--- config.mk ---
export PLATFORM = sky130hd
export DESIGN_NAME = two_signal_rotary_decoder
export DESIGN_NICKNAME = d
export VERILOG_FILES = /design/src/shared/rotary_pkg.sv /design/src/logic/input_filter.sv /design/src/logic/mod_counter.sv /design/src/logic/two_signal_rotary_decoder.sv
export SDC_FILE = /design/constraint.sdc
export NUM_CORES = 1
export LEC_CHECK = 0
export BUFFER_PORTS_ARGS = -buffer_cell sky130_fd_sc_hd__buf_2
export CAP_MARGIN = 10
export CORE_MARGIN = 2
export CORE_UTILIZATION = 58
export CTS_CLUSTER_SIZE = 8
export DETAILED_ROUTE_END_ITERATION = 10
export PLACE_DENSITY = 0.81
export SLEW_MARGIN = 20
export SYNTH_ARGS = -nofsm -noshare
export SYNTH_HDL_FRONTEND = slang
export SYNTH_SLANG_ARGS = --single-unit
--- constraint.sdc ---
create_clock -name clk -period 3.8 [get_ports clk]
set_clock_uncertainty 0.15 [all_clocks]
set_input_delay 0.38 -clock clk [delete_from_list [all_inputs] [get_ports clk]]
set_output_delay 0.38 -clock clk [all_outputs]
set_load 0.02 [all_outputs]
--- src/shared/rotary_pkg.sv ---
// constants and types shared by the rotary decoder design files
package rotary_pkg;
  // state machine one-hot codes, state Sn matches input pair n
  typedef enum logic [3:0] {
    ST_S0 = 4'h1,
    ST_S1 = 4'h2,
    ST_S2 = 4'h4,
    ST_S3 = 4'h8
  } rot_state_e;
  // decode modes
  localparam logic MODE_BINARY = 1'b0;
  localparam logic MODE_GRAY = 1'b1;
  // widths
  localparam int CNT_W = 16;
  localparam int FILT_W = 8;
  // reset values and the modulo that selects free roll-over
  localparam logic [15:0] CNT_RESET = 16'h0000;
  localparam logic [15:0] MOD_FREE = 16'h0000;
  localparam logic [1:0] PAIR_RESET = 2'h0;
  localparam logic [7:0] FILT_RESET = 8'h00;
endpackage

--- src/logic/input_filter.sv ---
// digital glitch filter for one sensor input
`timescale 1ns/100ps
`default_nettype none
module input_filter (
  // clock and reset
  input wire logic clk,
  input wire logic rst_n,
  input wire logic ce,
  // filter setting in clock cycles
  input wire logic [7:0] filter_len,
  // raw and filtered level
  input wire logic raw_in,
  output logic filt_out
);
  logic filt_reg; // level passed on
  logic [7:0] cnt_reg; // cycles the raw level has differed and held
  logic differs; // raw level not yet accepted
  logic held_long; // raw level stable long enough
  assign differs = raw_in != filt_reg;
  assign held_long = cnt_reg >= filter_len;
  assign filt_out = filt_reg;
  // count stable cycles of a new level, restart on any return
  always_ff @(posedge clk or negedge rst_n) begin
    if (!rst_n) begin
      filt_reg <= 1'b0;
      cnt_reg <= rotary_pkg::FILT_RESET;
    end else if (ce) begin
      if (!differs) begin
        cnt_reg <= rotary_pkg::FILT_RESET; // glitch gone, restart
      end else if (held_long) begin
        filt_reg <= raw_in; // new level accepted [RULE13]
        cnt_reg <= rotary_pkg::FILT_RESET;
      end else begin
        cnt_reg <= cnt_reg + 8'h01;
      end
    end
  end
endmodule
`default_nettype wire

--- src/logic/mod_counter.sv ---
// 16-bit event counter with modulo wrap and overflow pulse
`timescale 1ns/100ps
`default_nettype none
module mod_counter (
  // clock and reset
  input wire logic clk,
  input wire logic rst_n,
  input wire logic ce,
  // control
  input wire logic [15:0] modulo,
  input wire logic clear,
  input wire logic step,
  // result
  output logic [15:0] count,
  output logic wrap
);
  logic [15:0] count_reg; // present count
  logic wrap_reg; // one-cycle wrap pulse
  logic at_top; // next step wraps
  assign at_top = (modulo == rotary_pkg::MOD_FREE) ? (count_reg == 16'hFFFF)
                                                   : (count_reg == modulo);
  assign count = count_reg;
  assign wrap = wrap_reg;
  // step, wrap to zero at modulo or free roll-over
  always_ff @(posedge clk or negedge rst_n) begin
    if (!rst_n) begin
      count_reg <= rotary_pkg::CNT_RESET;
      wrap_reg <= 1'b0;
    end else if (ce) begin
      wrap_reg <= 1'b0;
      if (clear) begin
        count_reg <= rotary_pkg::CNT_RESET;
      end else if (step) begin
        wrap_reg <= at_top; // [RULE14]
        count_reg <= at_top ? rotary_pkg::CNT_RESET : count_reg + 16'h0001;
      end
    end
  end
endmodule
`default_nettype wire

--- src/logic/two_signal_rotary_decoder.sv ---
// two-input rotary decoder: filter, state machine, counters and flags
// Contract
// RULE1: binary mode state equals input pair
// RULE2: binary forward steps pulse forward counter
// RULE3: binary backward steps pulse reverse counter
// RULE4: binary two-step jump: invalid event, hold
// RULE5: binary equal input: stay, no pulses
// RULE6: invalid event sets flag, interrupt if enabled
// RULE7: gray mode state equals input pair
// RULE8: gray forward steps pulse forward counter
// RULE9: gray backward steps pulse reverse counter
// RULE10: gray two-step jump: invalid event, hold
// RULE11: gray equal input: stay, no pulses
// RULE12: software picks gray or binary mode
// RULE13: inputs pass stability filter first
// RULE14: forward counter wraps at modulo, overflow flag
// RULE15: binary S3 with 10 goes S2 backward
`timescale 1ns/100ps
`default_nettype none
module two_signal_rotary_decoder (
  // clock, reset, enable
  input wire logic clk,
  input wire logic rst_n,
  input wire logic ce,
  // configuration
  input wire logic enable,
  input wire logic mode_gray,
  input wire logic [7:0] filter_len,
  input wire logic [15:0] forward_modulo,
  input wire logic invalid_state_irq_enable,
  // flag clears, one-cycle pulses
  input wire logic clear_invalid,
  input wire logic clear_overflow,
  // sensor contacts a and b
  input wire logic sensor_a,
  input wire logic sensor_b,
  // counters and status
  output logic [15:0] forward_count,
  output logic [15:0] reverse_count,
  output logic forward_pulse,
  output logic reverse_pulse,
  output logic invalid_event,
  output logic invalid_flag,
  output logic forward_overflow_flag,
  output logic irq,
  output logic [1:0] state_code
);
  // step kinds
  localparam logic [1:0] STEP_NONE = 2'h0;
  localparam logic [1:0] STEP_FWD = 2'h1;
  localparam logic [1:0] STEP_REV = 2'h2;
  localparam logic [1:0] STEP_BAD = 2'h3;

  // classify a move from present code to input code
  function automatic logic [1:0] classify(input logic gray, input logic [1:0] cur,
                                          input logic [1:0] nxt);
    logic [1:0] pos_c;
    logic [1:0] pos_n;
    logic [1:0] diff;
    // gray to position: high bit kept, low bit is the xor of both
    pos_c = gray ? {cur[1], cur[1] ^ cur[0]} : cur;
    pos_n = gray ? {nxt[1], nxt[1] ^ nxt[0]} : nxt;
    diff = pos_n - pos_c;
    case (diff)
      2'h0: classify = STEP_NONE;
      2'h1: classify = STEP_FWD;
      2'h3: classify = STEP_REV;
      default: classify = STEP_BAD;
    endcase
  endfunction

  // one-hot state to code
  function automatic logic [1:0] enc(input rotary_pkg::rot_state_e s);
    case (s)
      rotary_pkg::ST_S1: enc = 2'h1;
      rotary_pkg::ST_S2: enc = 2'h2;
      rotary_pkg::ST_S3: enc = 2'h3;
      default: enc = 2'h0;
    endcase
  endfunction

  // code to one-hot state
  function automatic rotary_pkg::rot_state_e dec(input logic [1:0] c);
    case (c)
      2'h1: dec = rotary_pkg::ST_S1;
      2'h2: dec = rotary_pkg::ST_S2;
      2'h3: dec = rotary_pkg::ST_S3;
      default: dec = rotary_pkg::ST_S0;
    endcase
  endfunction

  logic filt_a; // filtered contact a
  logic filt_b; // filtered contact b
  logic [1:0] pair; // filtered input pair {a,b}
  logic [1:0] cur_code; // code of present state
  logic [1:0] kind; // step classification
  logic go_fwd; // forward step this cycle
  logic go_rev; // backward step this cycle
  logic go_bad; // invalid jump this cycle
  logic fwd_wrap; // forward counter wrapped
  logic [15:0] fwd_cnt; // forward counter value
  logic [15:0] rev_cnt; // reverse counter value
  logic start; // first cycle after enable rises
  rotary_pkg::rot_state_e state_reg; // present state
  logic en_reg; // enable seen last cycle
  logic fwd_pulse_reg; // registered forward pulse
  logic rev_pulse_reg; // registered reverse pulse
  logic bad_reg; // registered invalid event
  logic inv_flag_reg; // sticky invalid flag
  logic ovf_flag_reg; // sticky overflow flag
  logic irq_reg; // interrupt output
  logic [15:0] fwd_out_reg; // forward count output copy
  logic [15:0] rev_out_reg; // reverse count output copy

  // input filters, one per contact [RULE13]
  input_filter filt_a_i (
    .clk(clk),
    .rst_n(rst_n),
    .ce(ce),
    .filter_len(filter_len),
    .raw_in(sensor_a),
    .filt_out(filt_a)
  );
  input_filter filt_b_i (
    .clk(clk),
    .rst_n(rst_n),
    .ce(ce),
    .filter_len(filter_len),
    .raw_in(sensor_b),
    .filt_out(filt_b)
  );

  assign pair = {filt_a, filt_b};
  assign cur_code = enc(state_reg);
  assign start = enable && !en_reg;
  // gray positions run 00,01,11,10 [RULE7] [RULE8] [RULE9] [RULE10] [RULE11]
  // binary positions run 00,01,10,11 [RULE1] [RULE2] [RULE3] [RULE4] [RULE5]
  // S3 to 10 is one step back, the binary order gives that [RULE15]
  assign kind = classify(mode_gray, cur_code, pair);
  assign go_fwd = enable && !start && (kind == STEP_FWD);
  assign go_rev = enable && !start && (kind == STEP_REV);
  assign go_bad = enable && !start && (kind == STEP_BAD);

  // forward counter with modulo [RULE14]
  mod_counter fwd_ctr_i (
    .clk(clk),
    .rst_n(rst_n),
    .ce(ce),
    .modulo(forward_modulo),
    .clear(1'b0),
    .step(go_fwd),
    .count(fwd_cnt),
    .wrap(fwd_wrap)
  );
  // reverse counter, free roll-over
  mod_counter rev_ctr_i (
    .clk(clk),
    .rst_n(rst_n),
    .ce(ce),
    .modulo(rotary_pkg::MOD_FREE),
    .clear(1'b0),
    .step(go_rev),
    .count(rev_cnt),
    .wrap()
  );

  // state register: follow valid steps, hold on invalid, sync on enable
  always_ff @(posedge clk or negedge rst_n) begin
    if (!rst_n) begin
      state_reg <= rotary_pkg::ST_S0;
      en_reg <= 1'b0;
    end else if (ce) begin
      en_reg <= enable;
      if (start || go_fwd || go_rev) begin
        state_reg <= dec(pair); // [RULE2] [RULE3] [RULE8] [RULE9]
      end
    end
  end

  // event pulses and copies of the counters
  always_ff @(posedge clk or negedge rst_n) begin
    if (!rst_n) begin
      fwd_pulse_reg <= 1'b0;
      rev_pulse_reg <= 1'b0;
      bad_reg <= 1'b0;
      fwd_out_reg <= rotary_pkg::CNT_RESET;
      rev_out_reg <= rotary_pkg::CNT_RESET;
    end else if (ce) begin
      fwd_pulse_reg <= go_fwd;
      rev_pulse_reg <= go_rev;
      bad_reg <= go_bad; // [RULE4] [RULE10]
      fwd_out_reg <= fwd_cnt;
      rev_out_reg <= rev_cnt;
    end
  end

  // sticky flags, a set beats a clear in the same cycle
  always_ff @(posedge clk or negedge rst_n) begin
    if (!rst_n) begin
      inv_flag_reg <= 1'b0;
      ovf_flag_reg <= 1'b0;
      irq_reg <= 1'b0;
    end else if (ce) begin
      inv_flag_reg <= go_bad || (inv_flag_reg && !clear_invalid); // [RULE6]
      ovf_flag_reg <= fwd_wrap || (ovf_flag_reg && !clear_overflow); // [RULE14]
      irq_reg <= invalid_state_irq_enable && (go_bad || (inv_flag_reg && !clear_invalid)); // [RULE6]
    end
  end

  assign forward_count = fwd_out_reg;
  assign reverse_count = rev_out_reg;
  assign forward_pulse = fwd_pulse_reg;
  assign reverse_pulse = rev_pulse_reg;
  assign invalid_event = bad_reg;
  assign invalid_flag = inv_flag_reg;
  assign forward_overflow_flag = ovf_flag_reg;
  assign irq = irq_reg;
  assign state_code = cur_code;
endmodule
`default_nettype wire

==> metrics list, run 1 <==
- Number of nets with antenna violations after detailed routing: 0
* Fraction of layout cells with a size suffix above 1: 24.34%
* Overall Power: 0.002774 W
- Counting every net in the synthesized netlist gives 560.
- The worst register-to-register path begins at filt_a_i.filt_out.
* Number of top-level pins: 74
- The first routing iteration left 208 violations.
- Counting stages on the worst path, the most repeated cell is ha_1.
- Synthesis inferred 94 register bits.
- The slowest stage of the critical path belongs to the cell nor4_4.
* Non-filler instance count after layout: roughly 680
- Sequential element share of the synthesized area: 45.62%
- In the routed design, unresolved DRC markers number 0.
- Kind of critical path: reg -> reg
* # nets final: 625
- Unrepaired setup endpoints after global routing: false
- Most used cells in the layout excluding fill and tap cells: dfrtp_1, buf_2, nor2_1
* CP Launch Point: filt_a_i.filt_out
- Counting flops with an async set or reset pin after synthesis yields a share of 100.0%.
- Hold is met by 0.1040 ns.
* Aggregate global-route resource usage: 23.70%
- For the pin with the worst max-slew slack, the measured transition is 0.8260 ns.
- Global-route wire length before repair: 18490 um
- Number of H-tree levels: 3
* Row cnt: 34
* Drt via density: 5.888
- Number of failing hold endpoints at the final stage: 0
- The initial utilization of the core area, before any placement, comes to 59.44%.
* Half-perimeter wire length after placement: 7914 um
- Post-route core utilization: about two thirds
* Commonest register cell after synthesis: dfrtp_1
- Number of buffers on the longest clock path: 2
- Worst hold path type: in -> reg
- Maximum number of pins on one net before global-route repair: 83
- The worst setup path is launched from a flop.
- Number of diodes: 0
* Clock root buffer: clkbuf_8
- Standard cell core area: 0.008678 mm^2
* Number of buffers created by CTS: 9
- The floorplan step defined a die boundary enclosing ~0.0097 mm^2.
- In this run the tool buffered the top-level ports with 73 buffer cells.
- The tool flagged a number of max-cap violations equal to 0.
- Leaving out fill and tap cells, the most frequent cell in the layout is dfrtp_1.
* Area overhead of the layout relative to synthesis: 12.30%
- The flow ran to the end, and the final reports show no timing, DRC or antenna violations.
* Total via count in the routed design: between 3000 and 4000
* Horizontal extent of the die: 98.31 um
* Worst hold start: invalid_state_irq_enable
- The clock net in this run drives a total of 94 sinks.
- After clock tree synthesis, the clock-pin slew on the worst setup and hold paths is around 0.1 ns.
* Mean area per synthesized cell: 10.30 um^2
- Setup violations remaining at the end of the flow were counted as 0.
- Total length of routed wires: between 10000 and 15000 um
- The number of global-route vias before repair came to 3924.
* Combined buffer and inverter count along the critical path: 1
* Power density of the placed cells: roughly 480 mW/mm^2
- Cell Count Post-Placement: 662
- For this run, the slowest stage of the critical path takes 0.64 ns.
- Clock latency on the worst-skew pair, taken at its later pin, is 0.36 ns.
* IR drop worst, VDD: 0.0002424 V
- GR Overflow Total: 0
- The critical path goes through inv_1 > ha_1 > mux2i_1 > ha_1 > xnor2_1 > nor4_2 > o21a_1 > o21ai_1 > nor4_4 > nor3_1.
* Pins Over Slew Limit: 0
- Routed WL per cell: 15.99 um
* Number of enable-type register cells in the synthesized netlist: 0
- Headroom to the max-slew limit came out at 44.52%.
- Final estimated routing congestion in global placement: 0.8981
- Sum Neg Setup Slack: 0 ns
* Cell variety after synth: 54
- The cell family contributing the most delay on the critical path is simple AND/OR/NAND/NOR gates.
* Clock period minus worst slack: 3.310 ns
* Worst Path Arrival: roughly 3.4 ns
- Fmax: between 300 and 400 MHz
* Overall die height: slightly below 100 um
- In the finished design, the share of the clock period the worst path needs comes to between 80% and 90%.
* Clock tree from TritonCTS: done
* Number of antenna violations at the first check in global routing: 0
- The analysis attributes to cell leakage a power of 2.908 nW.
- At the worst endpoint, the required time is 3.86 ns.
* Synthesized instance count: 501
* Detailed-router iteration count before antenna repair: 4
- Kind of end point of the critical path: flop
- Along the worst path, the maximum fanout reaches 16.
- Post-CTS repair changed the size of 0 cells.
- The mapped netlist covers approximately 0.0052 mm^2.
* Yosys warning count: 0
==> tightest hold or removal path, stage by stage <==
cell and delay (ns):
buf_2 0.07, o21ai_0 0.06, o21ai_0 0.07
==> worst paths after layout <==
check                                        end  slack [ns]  cells past startpoint
setup / recovery              fwd_ctr_i.count[1]        0.49                     10
max in group asynchronous    filt_b_i.cnt_reg[7]        2.36                      3
hold reg to reg                    reverse_pulse        0.33                      1
hold / removal                               irq        0.10                      3
min in group asynchronous  forward_overflow_flag        0.46                      2
setup reg to reg              fwd_ctr_i.count[1]        0.49                     10
==> final cells by class <==
cell class	instances	area, um^2
clock inverter	7	81.33
multi-input combinational	356	2594
timing repair buffer	76	396.6
sequential	94	2354
clock buffer	9	123.9
inverter	29	108.9
fill	695	2885
tap	108	135.1
==> stage by stage <==
stage	setup WS (ns)	cell area [um^2]
floorplan	0.9639	5159
global placement	0.7262	5574
detailed placement	0.5702	5574
CTS	0.4992	5779
global route	0.1911	5793
finish	0.4899	5793
==> cells by family (layout without fill, tap and decap cells) <==
family | count (synthesis) | after routing | synth area share (%)
xor gates and xnor gates | 44 | 44 | 7.470
muxes | 45 | 45 | 9.677
DFF | 94 | 94 | 45.62
adders and majority gates | 25 | 25 | 6.064
and+or+nand+nor | 160 | 160 | 15.96
AOI/OAI and AO/OA | 82 | 82 | 11.11
buffers and inverters | 51 | 121 | 4.099
==> synth_stat cells, drive strengths merged (2+ instances only) <==
master   number  area (um^2)
xnor2        27        236.5
nand4         9        56.30
nor3         16        80.08
nor4         16        121.4
dfrtp        93         2327
ha           25        312.8
inv          29        108.9
or3           4        25.02
nand2        27        101.4
o21ai        15        78.83
or4           3        22.52
or2           2        15.02
o221ai        2        17.52
a21o         15        112.6
mux2i         6        60.06
o2bb2ai      10        87.58
xor2         17        148.9
nor2         47        183.9
nor2b         2        12.51
clkbuf       14        52.55
buf           8        50.05
o21a          4        30.03
nand3        15        75.07
a21oi        17        88.84
o22ai         4        25.02
a22o          2        17.52
and3          6        37.54
a211o         4        35.03
mux2         39        439.2
nand2b        8        50.05
==> power breakdown <==
group / internal (W) / switching [W] / total [W]
combinational: 0.000349 / 0.000420 / 0.000769
sequential: 0.00114 / 0.000178 / 0.00132
clock: 0.000314 / 0.000371 / 0.000686
==> layer usage <==
metal  up-vias  GRT usage, %  part of all wire (%)
met1      1946         30.95                    44
met4         0         9.905                   1.9
met2       119         39.40                    49
met3        21         3.865                   4.9
li1       1912             -                     -
met5         -             0                     0
==> timing repair <==
action | in CTS | in global routing
endpoints found under the hold margin | 0 | 80
hold buffers | 0 | 1
buffers inserted | 0 | 0
(Power assumes the default switching activity.)
==> run 2, diff against run 1 <==
--- a/config.mk
+++ b/config.mk
@@ -5,14 +5,16 @@
 export SDC_FILE = /design/constraint.sdc
 export NUM_CORES = 1
 export LEC_CHECK = 0
-export BUFFER_PORTS_ARGS = -buffer_cell sky130_fd_sc_hd__buf_2
 export CAP_MARGIN = 10
 export CORE_MARGIN = 2
-export CORE_UTILIZATION = 58
+export CORE_UTILIZATION = 64
 export CTS_CLUSTER_SIZE = 8
 export DETAILED_ROUTE_END_ITERATION = 10
-export PLACE_DENSITY = 0.81
+export DONT_BUFFER_PORTS = 1
+export PLACE_DENSITY = 0.8
+export RECOVER_POWER = 25
 export SLEW_MARGIN = 20
 export SYNTH_ARGS = -nofsm -noshare
 export SYNTH_HDL_FRONTEND = slang
+export SYNTH_HIERARCHICAL = 1
 export SYNTH_SLANG_ARGS = --single-unit
==> run 2 against run 1 <==
Fmax fell by 2.8%. The flow now finishes with violations (max-capacitance violations, max-slew violations). Hold slack got worse by 0.084 ns. Synthesized cell count rose by 13%. Register-to-register slack got worse by 0.097 ns.
==> metrics list, run 2 <==
- Status: finished with violations (was finished clean).
- Failing checks: max-capacitance violations, max-slew violations
- Kind of critical path: reg -> reg (unchanged)
- The number of hold violations in the final report came to 0 (unchanged).
* Clock tree from TritonCTS: done (unchanged)
* DR DRC count: 0 (unchanged)
- The cell-internal power is 0.001721 W (was 0.001804 W).
- The clock latency on the worst-skew pair came to 0.36 ns (about the same).
- Sum Neg Setup Slack: 0 ns (unchanged)
- Unrepaired setup endpoints after global routing: false (unchanged).
- Mean area per synthesized cell: 10.22 um^2 (was 10.30 um^2)
* Number of antenna violations at the first check in global routing: 0 (unchanged)
* Aggregate global-route resource usage: 24.83% (was 23.70%)
* Drt via density: 6.055 (was 5.888)
- The global route total overflow was 0 (unchanged).
* Worst setup slack for register-to-register paths: 0.39 ns (was 0.49 ns)
- The part of the power in registers was 48.4% (was 47.5%).
- The total via count in the routed design is 4275 (was 3998).
- The number of warnings reported in the yosys synthesis log was 6 (was 0).
- The kind of launch point of the worst setup path was a flop (unchanged).
* Worst hold path type: in -> reg (unchanged)
- The DRC violation total after the first TritonRoute iteration is 265 (was 208).
- IR drop worst, VDD: 0.0002748 V (was 0.0002424 V)
- The final number of max-transition violations was 95 (was 0).
- The type of destination of the critical path is a flop (unchanged).
- Power dissipated by switching net loads: 0.0008930 W (was 0.0009697 W)
* Power share of the combinational group: 27.4% (was 27.7%)
- The area of the core region is 0.008763 mm^2 (was 0.008678 mm^2).
- The root cell of the clock tree is clkbuf_8 (unchanged).
- The switching power share of the total was 34.16% (was 34.96%).
* Most used cells in the layout excluding fill and tap cells: dfrtp_1, nand2_1, conb_1 (was dfrtp_1, buf_2, nor2_1)
- The number of buffers inserted by port buffering came to 0 (was 73).
* LEAKAGE: 3.005 nW (was 2.908 nW)
- The share of the core filled with cells in the final layout is 70.33% (was 66.75%).
- The number of iterations in the first detailed-routing pass was 4 (unchanged).
* Max-cap violation count: 1 (was 0)
- Normalized max-slew margin: -52.23% (was 44.52%)
- The count of final setup violators came to 0 (unchanged).
- The storage element area is 0.002354 mm^2 (unchanged).
- The number of buffers inserted during clock tree synthesis was 9 (unchanged).
- Post-Place Setup Slack: 0.4260 ns (was 0.5702 ns)
- Die Outline Area: 0.009831 mm^2 (was 0.009665 mm^2)
* Routed WL per cell: 16.70 um (was 15.99 um)
- The fill cell instance count of the final layout came to 655 (was 695).
- Worst Path Arrival: 3.55 ns (was 3.37 ns)
* Power density of the placed cells: 424.1 mW/mm^2 (was 478.8 mW/mm^2)
- The relative area change from synthesis to final layout was 6.370% (was 12.30%).
* CP max FO: 27 (was 16)
- Area taken by multi-input logic gates: 0.003359 mm^2 (was 0.002594 mm^2)
- Initial core utilization: 66.12% (was 59.44%)
- The number of antenna repair diodes came to 0 (unchanged).
- Global-route wire length before repair: 19600 um (was 18490 um)
- Row cnt: 34 (unchanged)
- CTS resizes: 0 (unchanged)
* Total length of routed wires: 11790 um (was 10860 um)
- The final worst-path setup slack came to 0.3928 ns (was 0.4899 ns).
- Required @ worst endpoint: 3.94 ns (was 3.86 ns)
- The number of global-route vias before repair is 4229 (was 3924).
* Number of top-level pins: 74 (unchanged)
- The placed wire-length estimate after detailed placement was 8492 um (was 7914 um).
* Final estimated routing congestion in global placement: 0.8581 (was 0.8981)
* Clock-pin slew reported for the worst setup and hold paths after clock tree synthesis: 0.09 ns (was 0.10 ns)
- Number of H-tree levels: 3 (unchanged)
* Clock period minus worst slack: 3.407 ns (was 3.310 ns)
* Synthesized instance count: 567 (was 501)
- The share of the cycle needed by the critical path after routing came to 89.66% (was 87.11%).
- # nets final: 654 (was 625)
- The pin count of the biggest net entering global routing was 95 (was 83).
- Cell area after synthesis: 0.005794 mm^2 (was 0.005159 mm^2)
- The proportion of layout cells with a drive suffix above 1 came to 13.21% (was 24.34%).
- The residual antenna-violating net count after detailed routing came to 0 (unchanged).
* Worst-margin pin slew: 2.284 ns (was 0.8260 ns)
- The most common cell after layout, fill and taps aside is dfrtp_1 (unchanged).
* Horizontal extent of the die: 99.15 um (was 98.31 um)
- The die height is 99.15 um (was 98.31 um).
- Clock tree sinks: 94 (unchanged)
* Clk pwr share: 24.2% (was 24.7%)
- The top achievable clock speed is 293.5 MHz (was 302.1 MHz).
* Number of buffers on the longest clock path: 2 (unchanged)
run 2: what timing repair did:
| action | 4_1_cts | 5_1_grt |
|---|---|---|
| hold buffers | 3 | 0 |
| hold endpoints to repair | 102 | 0 |
| buffers inserted | 0 | 0 |
run 2: worst max-delay path, stage by stage, from the launching register on:
cell	delay, ns
dfrtp_1	0.44
or3b_1	0.39
a21oi_1	0.15
a21oi_1	0.05
nor2_1	0.11
ha_1	0.16
xor2_1	0.33
xnor2_1	0.21
nor3_1	0.37
nand2_1	0.09
nor2_1	0.21
o31ai_4	0.26
nor4_1	0.31
a21o_1	0.11
run 2: cell type report:
| type | count | share of cell area, % |
|---|---|---|
| timing repair buffer | 3 | 0.4060 |
| tap | 108 | 2.192 |
| clock inverter | 4 | 0.8120 |
| clock buffer | 10 | 2.071 |
| sequential | 94 | 38.19 |
| multi-input combinational | 457 | 54.51 |
| inverter | 30 | 1.827 |
run 2: power groups by stage:
stage / clock [W] / sequential [W] / combinational (W)
5_1_grt: 0.000685 / 0.00128 / 0.000797
2_1_floorplan: 0 / 0.00124 / 0.000599
6_report: 0.000633 / 0.00127 / 0.000716
3_3_place_gp: 0 / 0.00127 / 0.000660
3_5_place_dp: 0 / 0.00128 / 0.000692
4_1_cts: 0.000642 / 0.00126 / 0.000722
run 2: final timing paths:
path,startpoint,depth (start not counted),end
worst max-delay path,state_reg[2],13,rev_ctr_i/count[8]
worst min-delay path,sensor_a,1,filt_a_i/filt_out
worst max register to register,state_reg[2],13,rev_ctr_i/count[8]
worst min register to register,fwd_ctr_i/wrap,1,forward_overflow_flag
max in group asynchronous,rst_n,2,state_reg[3]
min in group asynchronous,rst_n,2,fwd_ctr_i/count[7]
run 2: routing by layer:
layer / part of all wire [%] / up-vias / global-route usage (%)
li1: - / 2057 / -
met1: 44 / 2087 / 33.05
met5: 0 / - / 0
met3: 4.8 / 20 / 3.514
met2: 49 / 111 / 41.89
met4: 1.7 / 0 / 8.746
run 2: through the flow:
step	cells	instance area, um^2	hold WS, ns	total power [W]
3_3_place_gp	689	5961	-0.06374	0.001935
5_1_grt	706	6163	0.01000	0.002765
3_5_place_dp	689	5961	-0.06308	0.001975
6_report	706	6163	0.01995	0.002614
4_1_cts	706	6186	0.007259	0.002626
2_1_floorplan	606	5941	-0.06559	0.001842
==> run 3, diff against run 2 <==
--- a/config.mk
+++ b/config.mk
@@ -6,7 +6,6 @@
 export NUM_CORES = 1
 export LEC_CHECK = 0
 export CAP_MARGIN = 10
-export CORE_MARGIN = 2
 export CORE_UTILIZATION = 64
 export CTS_CLUSTER_SIZE = 8
 export DETAILED_ROUTE_END_ITERATION = 10
==> run 3 against run 2 <==
The flow still finishes with violations (max-capacitance violations, max-slew violations). Clock power fell by 0.8%. First-iteration DRC count fell by 32%. Setup slack barely moved. Combinational power rose by 2%. Fmax barely moved. Critical endpoint unchanged. Largest cell class unchanged.
==> metrics list, run 3 (same netlist as run 2, synthesis figures left out) <==
- The residual antenna-violating net count after detailed routing came to 0 (unchanged).
- The die outline area is 0.009438 mm^2 (was 0.009831 mm^2).
- LEAKAGE: 3.032 nW (was 3.005 nW)
- Kind of critical path: reg -> reg (unchanged)
* Maximum number of pins on one net before global-route repair: 95 (unchanged)
- Normalized max-slew margin: -54.63% (was -52.23%)
- Worst Path Arrival: 3.56 ns (was 3.55 ns)
- Worst setup slack for register-to-register paths: 0.39 ns (about the same)
- Pins Over Slew Limit: 95 (unchanged)
- Clock tree from TritonCTS: done (unchanged)
* Worst hold path type: in -> reg (unchanged)
* Power density of the placed cells: 423.9 mW/mm^2 (was 424.1 mW/mm^2)
* Total setup violations reported at the end of the flow: 0 (unchanged)
- The width of the die is 97.15 um (was 99.15 um).
- Standard cell core area: 0.008763 mm^2 (unchanged)
- The initial antenna violation count came to 0 (unchanged).
- The number of buffers inserted during clock tree synthesis was 9 (unchanged).
- Area overhead of the layout relative to synthesis: 6.996% (was 6.370%)
- The root cell of the clock tree is clkbuf_8 (unchanged).
- The register clock-pin slew on the reported worst setup and hold paths came to 0.09 ns (about the same).
- Overall die height: 97.15 um (was 99.15 um)
* Clock tree sinks: 94 (unchanged)
- The most common cell after layout, fill and taps aside was dfrtp_1 (unchanged).
* Detailed-router iteration count before antenna repair: 4 (unchanged)
- Fin crit share: 89.67% (was 89.66%)
- The total track usage was 26.03% (was 24.83%).
* Fraction of layout cells with a size suffix above 1: 13.60% (was 13.21%)
- The number of hold violations in the final report is 0 (unchanged).
* # nets final: 657 (was 654)
- The total via count in the routed design is 4324 (was 4275).
* Non-filler instance count after layout: 711 (was 706)
- Worst path cell trace: or3b_1 > a21oi_1 > a21oi_1 > nor2_1 > ha_1 > xor2_1 > xnor2_1 > nor3_1 > nand2_1 > nor2_1 > o31ai_4 > nor4_1 > a21o_1 (unchanged).
* Most used cells in the layout excluding fill and tap cells: dfrtp_1, nand2_1, conb_1 (unchanged)
- Status: finished with violations (unchanged).
* Drt via density: 6.082 (was 6.055)
- The largest buffer count on any clock path is 2 (unchanged).
* Number of diodes: 0 (unchanged)
- The H-tree depth came to 3 (unchanged).
- The critical path data required time came to 3.95 ns (was 3.94 ns).
- Total length of routed wires: 12060 um (was 11790 um)
- IR drop worst, VDD: 0.0002639 V (was 0.0002748 V)
- The post-layout minimum cycle time came to 3.407 ns (about the same).
* GR Overflow Total: 0 (unchanged)
- Latest clock arrival within the worst-skew pair: 0.36 ns (about the same)
- The boundary pin count is 74 (unchanged).
- The actual slew at the worst max-slew pin came to 2.319 ns (was 2.284 ns).
- The row count is 34 (unchanged).
- Half-perimeter wire length after placement: 8393 um (was 8492 um)
- The routed length per instance is 16.96 um (was 16.70 um).
- Failing checks: max-capacitance violations, max-slew violations (unchanged).
- Library cell contributing the largest single delay on the critical path: dfrtp_1 (unchanged)
- CP max FO: 27 (unchanged)
- DR DRC count: 0 (unchanged)
- CP peak stage delay: 0.44 ns (about the same)
- Vias in the first global route: 4130 (was 4229)
- Initial core utilization: 66.12% (unchanged)
- Final estimated routing congestion in global placement: 0.8796 (was 0.8581)
- Unrepaired setup endpoints after global routing: false (unchanged)
* Kind of end point of the critical path: flop (unchanged)
* Worst setup SP type: flop (unchanged)
- Post-CTS Setup Bufs: 0 (unchanged)
- Fmax: 293.5 MHz (about the same)
* CTS resizes: 0 (unchanged)
- The number of violations of the max-capacitance limit was 1 (unchanged).
- The post-placement cell count came to 689 (unchanged).
- # port buffers: 0 (unchanged)
- The DRC violation total after the first TritonRoute iteration came to 181 (was 265).
- Sum Neg Setup Slack: 0 ns (unchanged)
- Global-route wire length before repair: 19490 um (was 19600 um)
==> run 3: changes by cell type in the layout (fill, tap and decap cells not counted) <==
cell	delta
dlygate4sd3_1	+3
clkbuf_1	-1
clkinvlp_4	-2
clkbuf_8	+2
bufinv_16	-1
clkinv_2	+2
clkinv_4	+1
inv_6	+1
==> run 3: final timing paths <==
| path | startpoint | to | depth (start not counted) |
|---|---|---|---|
| max reg2reg | state_reg[2] | rev_ctr_i/count[8] | 13 |
| max in group asynchronous | rst_n | rev_ctr_i/count[0] | 2 |
| min in group asynchronous | rst_n | forward_count[1] | 2 |
| max | state_reg[2] | rev_ctr_i/count[8] | 13 |
| min reg2reg | filt_a_i/cnt_reg[1] | filt_a_i/cnt_reg[1] | 1 |
| min | ce | forward_count[10] | 1 |
==> run 3: stage by stage <==
stage | total power (W) | hold slack, ns | util, % | area, um^2 | setup WS (ns)
final | 0.002628 | 0.02371 | 70.75 | 6200 | 0.3927
after global routing | 0.002777 | 0.004857 | 70.75 | 6200 | 0.08927
after global placement | 0.001934 | -0.06395 | 68.02 | 5961 | 0.6325
after detailed placement | 0.001991 | -0.06392 | 68.02 | 5961 | 0.4438
after CTS | 0.002646 | 0.001784 | 70.77 | 6202 | 0.4139
after floorplan | 0.001842 | -0.06559 | - | 5941 | 0.8009
==> run 3: cell type report <==
type	instances	area, um^2
Clock buffer	11	151.4
Clock inverter	5	32.53
Fill cell	653	2564
Inverter	30	112.6
Multi-Input combinational cell	457	3359
Sequential cell	94	2354
Tap cell	108	135.1
Timing Repair Buffer	6	55.05
==> run 3: worst max-delay path, delay by kind of cell (launching register included) <==
family,cells,cell delay (ns)
xor+xnor,2,0.53
compound gates,4,0.60
fa+ha+maj,1,0.16
simple gates,6,1.47
flops,1,0.44
==> run 3: report_power, final <==
part | leakage (nW) | switching (W) | internal [W]
Combinational | 1.64 | 0.000403 | 0.000330
Sequential | 1.29 | 0.000168 | 0.00110
Clock | 0.0995 | 0.000353 | 0.000274
Total | 3.03 | 0.000925 | 0.00170
==> run 3: what timing repair did <==
| item | in CTS | in global routing |
|---|---|---|
| hold endpoints to repair | 105 | 4 |
| hold buffers | 4 | 2 |
| endpoints found under the setup margin | 0 | 0 |
==> run 3: metal layers <==
metal | GRT usage, % | part of all wire (%)
met5 | 0 | 0
met4 | 9.185 | 2.2
met3 | 6.043 | 4.7
met2 | 44.26 | 49
met1 | 32.51 | 44
